**src/urt_pkg.sv**
```systemverilog
package urt_pkg;
    // Register byte offsets
    localparam logic [7:0] CMD_OFS = 8'h00;
    localparam logic [7:0] IEN_OFS = 8'h04;
    localparam logic [7:0] IDIS_OFS = 8'h08;
    localparam logic [7:0] IMASK_OFS = 8'h0C;
    localparam logic [7:0] STAT_OFS = 8'h10;
    localparam logic [7:0] IDLE_OFS = 8'h14;
    localparam logic [7:0] BAUD_OFS = 8'h18;
    localparam logic [7:0] GUARD_OFS = 8'h1C;
    localparam logic [7:0] RXDATA_OFS = 8'h20;
    // Command bits
    localparam int CMD_START_WAIT_BIT = 0;
    localparam int CMD_CLR_STAT_BIT = 1;
    // Status and enable bit positions
    localparam int RXFULL_BIT = 0;
    localparam int TXFREE_BIT = 1;
    localparam int BRK_BIT = 2;
    localparam int OVR_BIT = 5;
    localparam int FRAME_BIT = 6;
    localparam int PAR_BIT = 7;
    localparam int TIMEOUT_BIT = 8;
    localparam int TXIDLE_BIT = 9;
    localparam int STAT_W = 10;
    // Reset values
    localparam logic [15:0] IDLE_RST = 16'h0000;
    localparam logic [15:0] BAUD_RST = 16'h0000;
    localparam logic [7:0] GUARD_RST = 8'h00;
    localparam logic [STAT_W-1:0] MASK_RST = 10'h000;
    // Longest timeguard: 212.50 ms at 833 us bit time, i.e. 255 bit periods
    localparam int TG_MAX_US_SLOW = 212500;
    localparam int BIT_US_SLOW = 833;
    localparam int TG_MAX_BITS = TG_MAX_US_SLOW / BIT_US_SLOW;
    localparam int GUARD_W = $clog2(TG_MAX_BITS + 1);

    typedef struct packed {
        logic parity_fault;
        logic frame_fault;
        logic [7:0] data;
    } urt_rx_char_t;

    typedef enum logic [1:0] {
        TO_OFF = 2'b00,
        TO_RUN = 2'b01,
        TO_EXPIRED = 2'b11,
        TO_WAIT = 2'b10
    } urt_to_state_t;
endpackage

```
**src/urt_receiver_timeout.sv**
```systemverilog
// Decided for this implementation: register access over APB and the register offsets.
`timescale 1ns/1ps
// Functional notes
// - Watch line idle; timeout flag marks frame end
// - Zero reload disables timeout, flag stays zero
// - Nonzero reload loads 16-bit down-counter
// - Counter decrements once per bit period
// - Each character taken into the receive buffer reloads the counter; one refused while the buffer is full does not
// - Counter reaching zero sets timeout flag
// - Start-wait command halts counter until next character
// - Timeguard up to baud-dependent maximum supported
// - Enable bits: tx idle 9, timeout 8
// - Enable bits: parity 7, frame 6, overrun 5
// - Enable bits: break 2, tx free 1, rx full 0

module urt_fifo #(
    parameter int WIDTH = 10,
    parameter int DEPTH = 4
) (
    input wire logic clk_i,
    input wire logic nrst_i,
    // Fill side
    input wire logic in_valid_i,
    output logic in_ready_o,
    input wire logic [WIDTH-1:0] in_data_i,
    // Drain side
    output logic out_valid_o,
    input wire logic out_ready_i,
    output logic [WIDTH-1:0] out_data_o
);
    localparam int AW = $clog2(DEPTH);
    localparam logic [AW:0] DEPTH_C = (AW+1)'(DEPTH);
    localparam logic [AW-1:0] LAST_C = (AW)'(DEPTH - 1);

    logic [WIDTH-1:0] mem_q [DEPTH];
    logic [AW-1:0] wr_q;
    logic [AW-1:0] rd_q;
    logic [AW:0] cnt_q;
    logic [AW:0] cnt_d;
    logic nfull_q;
    wire push = in_valid_i & nfull_q;
    wire pop = out_valid_o & out_ready_i;

    assign out_valid_o = (cnt_q != '0);
    assign out_data_o = mem_q[rd_q];
    assign in_ready_o = nfull_q;
    assign cnt_d = cnt_q + (AW+1)'(push) - (AW+1)'(pop);

    always_ff @(posedge clk_i) begin
        if (!nrst_i) begin
            wr_q <= '0;
            rd_q <= '0;
            cnt_q <= '0;
            nfull_q <= 1'b1;
        end else begin
            cnt_q <= cnt_d;
            nfull_q <= (cnt_d != DEPTH_C);
            if (push) begin
                wr_q <= (wr_q == LAST_C) ? '0 : wr_q + 1'b1;
            end
            if (pop) begin
                rd_q <= (rd_q == LAST_C) ? '0 : rd_q + 1'b1;
            end
        end
    end

    always_ff @(posedge clk_i) begin
        if (push) begin
            mem_q[wr_q] <= in_data_i;
        end
    end
endmodule

module urt_receiver_timeout
    import urt_pkg::*;
#(
    parameter int FIFO_DEPTH = 4
) (
    // Clock and reset
    input wire logic clk_i,
    input wire logic nrst_i,
    // APB slave
    input wire logic psel_i,
    input wire logic penable_i,
    input wire logic pwrite_i,
    input wire logic [7:0] paddr_i,
    input wire logic [31:0] pwdata_i,
    output logic [31:0] prdata_o,
    output logic pready_o,
    output logic pslverr_o,
    // Received characters from the line receiver
    input wire logic rx_valid_i,
    input wire urt_rx_char_t rx_char_i,
    output logic rx_ready_o,
    input wire logic break_detected_i,
    // Transmitter status
    input wire logic tx_holding_free_i,
    input wire logic tx_shift_idle_i,
    input wire logic tx_char_done_i,
    output logic tx_guard_busy_o,
    // Bit-period tick and interrupt
    output logic bit_tick_o,
    output logic irq_o
);
    // Bus decode
    wire acc = psel_i & penable_i & ~pready_o;
    wire wr_en = psel_i & penable_i & pready_o & pwrite_i;
    wire hit_cmd = (paddr_i == CMD_OFS);
    wire hit_ien = (paddr_i == IEN_OFS);
    wire hit_idis = (paddr_i == IDIS_OFS);
    wire hit_imask = (paddr_i == IMASK_OFS);
    wire hit_stat = (paddr_i == STAT_OFS);
    wire hit_idle = (paddr_i == IDLE_OFS);
    wire hit_baud = (paddr_i == BAUD_OFS);
    wire hit_guard = (paddr_i == GUARD_OFS);
    wire hit_rxd = (paddr_i == RXDATA_OFS);
    wire mapped = hit_cmd | hit_ien | hit_idis | hit_imask | hit_stat | hit_idle | hit_baud | hit_guard | hit_rxd;

    logic [15:0] idle_reload_value_q;
    logic [15:0] baud_div_q;
    logic [GUARD_W-1:0] guard_len_q;
    logic [STAT_W-1:0] mask_q;
    logic [15:0] div_cnt_q;
    logic [15:0] to_cnt_q;
    logic [GUARD_W-1:0] guard_cnt_q;
    urt_to_state_t to_state_q;
    logic timeout_q;
    logic brk_q;
    logic ovr_q;
    logic frame_q;
    logic par_q;

    // Receive buffer
    logic fifo_valid;
    logic fifo_ready;
    urt_rx_char_t fifo_char;
    wire rx_take = rx_valid_i & fifo_ready;
    wire rd_pop = wr_en ? 1'b0 : (psel_i & penable_i & pready_o & ~pwrite_i & hit_rxd);

    urt_fifo #(
        .WIDTH($bits(urt_rx_char_t)),
        .DEPTH(FIFO_DEPTH)
    ) u_fifo (
        .clk_i(clk_i),
        .nrst_i(nrst_i),
        .in_valid_i(rx_valid_i),
        .in_ready_o(fifo_ready),
        .in_data_i(rx_char_i),
        .out_valid_o(fifo_valid),
        .out_ready_i(rd_pop),
        .out_data_o(fifo_char)
    );

    // Commands and status clear
    wire cmd_wr = wr_en & hit_cmd;
    wire start_wait = cmd_wr & pwdata_i[CMD_START_WAIT_BIT];
    wire clr_stat = cmd_wr & pwdata_i[CMD_CLR_STAT_BIT];
    wire reload_zero = (idle_reload_value_q == '0);

    // Bit-period divider
    wire bit_tick = (div_cnt_q == '0);

    // Timeout counter
    wire to_expire = bit_tick & (to_state_q == TO_RUN) & (to_cnt_q == 16'h0001);

    wire [STAT_W-1:0] status = {tx_shift_idle_i, timeout_q, par_q, frame_q, ovr_q, 2'b00,
                                brk_q, tx_holding_free_i, fifo_valid};

    logic [31:0] rd_data;
    always_comb begin
        rd_data = '0;
        if (hit_imask) begin
            rd_data[STAT_W-1:0] = mask_q;
        end else if (hit_stat) begin
            rd_data[STAT_W-1:0] = status;
        end else if (hit_idle) begin
            rd_data[15:0] = idle_reload_value_q;
        end else if (hit_baud) begin
            rd_data[15:0] = baud_div_q;
        end else if (hit_guard) begin
            rd_data[GUARD_W-1:0] = guard_len_q;
        end else if (hit_rxd) begin
            rd_data[$bits(urt_rx_char_t)-1:0] = fifo_char;
        end
    end

    // APB answer: one wait cycle, then pready with data
    always_ff @(posedge clk_i) begin
        if (!nrst_i) begin
            pready_o <= 1'b0;
            pslverr_o <= 1'b0;
            prdata_o <= '0;
        end else begin
            pready_o <= acc;
            pslverr_o <= acc & ~mapped;
            prdata_o <= (acc & ~pwrite_i) ? rd_data : '0;
        end
    end

    // Configuration registers
    always_ff @(posedge clk_i) begin
        if (!nrst_i) begin
            idle_reload_value_q <= IDLE_RST;
            baud_div_q <= BAUD_RST;
            guard_len_q <= GUARD_RST[GUARD_W-1:0];
            mask_q <= MASK_RST;
        end else begin
            if (wr_en & hit_idle) begin
                idle_reload_value_q <= pwdata_i[15:0];
            end
            if (wr_en & hit_baud) begin
                baud_div_q <= pwdata_i[15:0];
            end
            if (wr_en & hit_guard) begin
                guard_len_q <= pwdata_i[GUARD_W-1:0];
            end
            if (wr_en & hit_ien) begin
                mask_q <= mask_q | (pwdata_i[STAT_W-1:0] & ~10'h018);
            end else if (wr_en & hit_idis) begin
                mask_q <= mask_q & ~pwdata_i[STAT_W-1:0];
            end
        end
    end

    always_ff @(posedge clk_i) begin
        if (!nrst_i) begin
            div_cnt_q <= BAUD_RST;
            bit_tick_o <= 1'b0;
        end else begin
            div_cnt_q <= bit_tick ? baud_div_q : div_cnt_q - 16'h0001;
            bit_tick_o <= bit_tick;
        end
    end

    // Timeout state machine
    always_ff @(posedge clk_i) begin
        if (!nrst_i) begin
            to_state_q <= TO_OFF;
            to_cnt_q <= '0;
        end else if (reload_zero) begin
            to_state_q <= TO_OFF;
            to_cnt_q <= '0;
        end else if (rx_take) begin
            to_state_q <= TO_RUN;
            to_cnt_q <= idle_reload_value_q;
        end else if (start_wait) begin
            to_state_q <= TO_WAIT;
        end else begin
            case (to_state_q)
                TO_OFF: begin
                    to_state_q <= TO_RUN;
                    to_cnt_q <= idle_reload_value_q;
                end
                TO_RUN: begin
                    if (bit_tick) begin
                        to_cnt_q <= to_cnt_q - 16'h0001;
                    end
                    if (to_expire) begin
                        to_state_q <= TO_EXPIRED;
                    end
                end
                TO_EXPIRED: to_state_q <= TO_EXPIRED;
                TO_WAIT: to_state_q <= TO_WAIT;
                default: to_state_q <= TO_OFF;
            endcase
        end
    end

    // Sticky status flags; a new event wins over a clear
    always_ff @(posedge clk_i) begin
        if (!nrst_i) begin
            timeout_q <= 1'b0;
            brk_q <= 1'b0;
            ovr_q <= 1'b0;
            frame_q <= 1'b0;
            par_q <= 1'b0;
        end else begin
            if (reload_zero) begin
                timeout_q <= 1'b0;
            end else if (to_expire) begin
                timeout_q <= 1'b1;
            end else if (clr_stat | start_wait) begin
                timeout_q <= 1'b0;
            end
            brk_q <= break_detected_i | (brk_q & ~clr_stat);
            ovr_q <= (rx_valid_i & ~fifo_ready) | (ovr_q & ~clr_stat);
            frame_q <= (rx_take & rx_char_i.frame_fault) | (frame_q & ~clr_stat);
            par_q <= (rx_take & rx_char_i.parity_fault) | (par_q & ~clr_stat);
        end
    end

    // Transmit timeguard, counted in bit periods
    always_ff @(posedge clk_i) begin
        if (!nrst_i) begin
            guard_cnt_q <= '0;
            tx_guard_busy_o <= 1'b0;
        end else begin
            if (tx_char_done_i) begin
                guard_cnt_q <= guard_len_q;
            end else if (bit_tick & (guard_cnt_q != '0)) begin
                guard_cnt_q <= guard_cnt_q - 1'b1;
            end
            tx_guard_busy_o <= tx_char_done_i ? (guard_len_q != '0) : (guard_cnt_q > 1) | (guard_cnt_q == 1 & ~bit_tick);
        end
    end

    // Outputs
    always_ff @(posedge clk_i) begin
        if (!nrst_i) begin
            irq_o <= 1'b0;
            rx_ready_o <= 1'b0;
        end else begin
            irq_o <= |(status & mask_q);
            rx_ready_o <= fifo_ready;
        end
    end
endmodule

```
**config.mk**
```make
export PLATFORM = sky130hd
export DESIGN_NAME = urt_receiver_timeout
export DESIGN_NICKNAME = d
export VERILOG_FILES = /design/src/urt_pkg.sv /design/src/urt_receiver_timeout.sv
export SDC_FILE = /design/constraint.sdc
export NUM_CORES = 1
export LEC_CHECK = 0
export BUFFER_PORTS_ARGS = -buffer_cell sky130_fd_sc_hd__buf_4
export CAP_MARGIN = 40
export CORE_AREA = 2 2 122 124
export DETAILED_ROUTE_END_ITERATION = 10
export DIE_AREA = 0 0 124 126
export PLACE_DENSITY = 0.82
export SLEW_MARGIN = 20
export SYNTH_ARGS = -nofsm -noshare
export SYNTH_HDL_FRONTEND = slang
export SYNTH_HIERARCHICAL = 1
export SYNTH_SLANG_ARGS = --single-unit
```
**constraint.sdc**
```tcl
create_clock -name clk_i -period 3.7 [get_ports clk_i]
set_input_delay 0.37 -clock clk_i [delete_from_list [all_inputs] [get_ports clk_i]]
set_output_delay 0.37 -clock clk_i [all_outputs]
set_load 0.1 [all_outputs]
```
==> results.py <==
metrics = {
    "outcome": {
        "run_status": "finished clean",
    },
    "floorplanning": {
        "die_y_um": 126,
        "core_area_mm2": 0.0143,
        "io_pins": 98,
        "start_util_pct": 54.3,
        "fp.dieW_um": 124,
        "rows": 44,
        "dieArea_mm2": 0.0156,
    },
    "route": {
        "wire_per_inst_um": 18.3,
        "drc": 0,
        "routed-via-count": 6433,
        "dr.pass1.iters": 6,
        "drt-total-wl_um": 19300,
        "drtIter0Drc": 767,
        "ant_nets": 0,
        "via_per_inst": 6.10,
    },
    "cells_and_area": {
        "seq_area_mm2": 0.00378,
        "n_antenna_cell": 0,
        "fin_nets": 931,
        "drive_above_1_share_pct": 15.2,
        "multi_input_area_mm2": 0.00365,
        "fill_cells": 1182,
        "post-route-util_pct": 62.2,
        "final_area_mm2": 0.00890,
        "area_delta_synth_final_pct": 14.5,
    },
    "grt": {
        "antenna_found_initial": 0,
        "grt_start_max_net_pins": 45,
        "grt_overflow": 0,
        "grt_pass1_vias": 5874,
        "grt_use_total_pct": 25.5,
        "grt_first_pass_wirelength_um": 30600,
    },
    "clock_tree": {
        "post_cts_resized": 0,
        "cts_buffers": 17,
        "cts_setup_buffers": 0,
        "cts_num_sinks": 169,
        "clk_latency_ns": 0.43,
        "cts_hold_repair.buffers": 0,
        "tritoncts": "done",
        "clkTransAtPathRegs_ns": 0.06,
        "cts.htree.levels": 4,
        "ctsLongestPathBuffers": 2,
        "cts_root_buffer": "clkbuf_16",
    },
    "timing": {
        "min_period_ns": 2.43,
        "skew_ns": 0.00696,
        "fin_ws_ns": 1.27,
        "tightest_slew_ns": 0.741,
        "fin_setup_tns_ns": 0,
        "period_share_pct": 65.6,
        "max_slew_margin_pct": 50.5,
        "fmax_mhz": 412,
        "report.final.hold_viol_count": 0,
        "holdWs_ns": 0.142,
        "slew_viol_final": 0,
        "setup_viol": 0,
        "rsz0062_at_grt": "false",
    },
    "setup_path": {
        "critPathCaptureType": "flip-flop",
        "cp_top_family": "adder cells",
        "critPathMaxStageDelay_ns": 0.45,
        "worst-setup-path-type": "input port to flip-flop",
        "slowest_stage": "fa_1",
        "cp.arrival_ns": 2.73,
        "crit_chain": "buf_4, nor4_2, buf_4, and4b_1, nor3b_1, o31a_1, ha_1, inv_1, ha_1, fa_1, nor2_1, nand3_1",
        "start_kind": "input port",
        "required_ns": 4.00,
        "crit_fanout": 26,
        "crit_buf_inv": 3,
    },
    "synthesis": {
        "synth_area_leaders": "dfxtp_1 33%, edfxtp_1 15%, a21oi_1 4.9%",
        "netlist_area_mm2": 0.00777,
        "syn_area_per_cell_um2": 9.56,
        "synthArstFlopShare_pct": 0,
        "synth_ff_type": "dfxtp_1",
        "syn_inst": 813,
        "synth-edff-count": 40,
        "yosys_warnings": 6,
        "synth_seq_cells": 169,
        "synth_seq_area_share_pct": 48.7,
        "synth_cell_type_count": 79,
        "synth_top_area_cell": "dfxtp_1",
        "yosys.area.top_type_share_pct": 33.2,
    },
    "pwr": {
        "leakage_nw": 3.17,
        "ir_drop_v": 0.000583,
        "pwr_density_cell_mw_per_mm2": 540,
    },
    "placed_design": {
        "dpl_cell_area_mm2": 0.00831,
        "numPortBuffers": 65,
        "pre_cts_slack_ns": 0.860,
        "routabilityCongestion": 0.938,
        "dp_hpwl_um": 13300,
    },
    "min_path": {
        "hp-class": "input port to flip-flop",
    },
    "run": {
        "drv_cap": 0,
    },
}
[per-stage QoR]
stage	cells	power, W
floorplan	828	0.00288
global placement	1021	0.00304
detailed placement	1022	0.00308
CTS	1054	0.00481
global route	1054	0.00501
finish	1054	0.00480
[synthesized netlist by cell type (6+ instances only)]
cell type and n:
nor2_1 65, nand2b_1 8, a21oi_1 76, buf_4 17, mux4_2 10, o21ai_1 12
edfxtp_1 40, ha_1 13, o21ai_0 8, a31oi_1 6, o31ai_1 7, xnor2_1 11
nor4_1 16, or3_1 8, a211oi_1 14, and2_1 13, nand3_1 26, inv_1 18
nor3_1 18, clkbuf_1 41, nand2_1 94, and3_1 11, a22oi_1 27, mux2i_1 12
a21o_1 6, dfxtp_1 129
[per-layer routing]
layer	vias to the layer above	wire [um]	track usage [%]
met2	302	9080	39.6
met4	0	505	9.78
met1	3061	8100	34.6
met5	-	0	0
li1	3036	-	-
met3	34	1590	5.93
[kinds of logic after synthesis]
family,Yosys count,share of synthesized area (%)
buffers and inverters,85,5.10
other,1,0.0483
xor gates and xnor gates,14,1.76
adders and majority gates,14,2.35
muxes,30,5.60
AOI/OAI and AO/OA,203,17.1
and+or+nand+nor,297,19.4
DFF,169,48.7
[power breakdown]
group          internal, W  switching (W)  leakage [nW]
Sequential         0.00202       0.000126          1.41
Combinational     0.000365       0.000541          1.47
Clock              0.00104       0.000704         0.281
[state kept, by name, summed over array words and instances, names as in the netlist, 3 cells and up, named ones only]
name and count:
u_fifo/mem_q 40, baud_div_q 16, div_cnt_q 16, idle_reload_value_q 16, prdata_o 16, to_cnt_q 16
guard_cnt_q 8, guard_len_q 8, u_fifo/cnt_q 3
[cell usage in the layout, fill, tap and decap left out, types with 6 or more instances in the layout]
cell type	synthesis	final
o21ai_0	8	8
nor4_1	16	16
dfxtp_1	129	129
edfxtp_1	40	40
nand2_1	94	94
or3_1	8	8
mux2i_1	12	12
nand3_1	26	26
o21ai_1	12	12
xnor2_1	11	11
a211oi_1	14	14
a31oi_1	6	6
and2_1	13	13
a21oi_1	76	76
buf_4	17	75
ha_1	13	13
o31ai_1	7	7
mux4_2	10	10
a22oi_1	27	27
nor2_1	65	65
clkbuf_16	0	18
and3_1	11	11
nand2b_1	8	8
inv_1	18	18
conb_1	1	16
nor3_1	18	18
a21o_1	6	6
[final timing paths]
kind	end	slack, ns	depth (start not counted)	from
setup / recovery	u_fifo/in_ready_o	1.27	12	paddr_i[2]
hold / removal	u_fifo/mem_q[0][6]	0.14	1	rx_char_i[6]
setup reg to reg	guard_cnt_q[5]	1.47	8	div_cnt_q[0]
hold reg to reg	mask_q[3]	0.43	2	mask_q[3]
[cell type report]
type                       count  share of cell area, %
sequential                   169                   42.5
clock buffer                  26                   5.89
inverter                      19                  0.802
tap                          184                   2.59
timing repair buffer          76                   6.50
clock inverter                 6                  0.703
multi-input combinational    574                   41.0
Power figures use the tool's default switching activity.
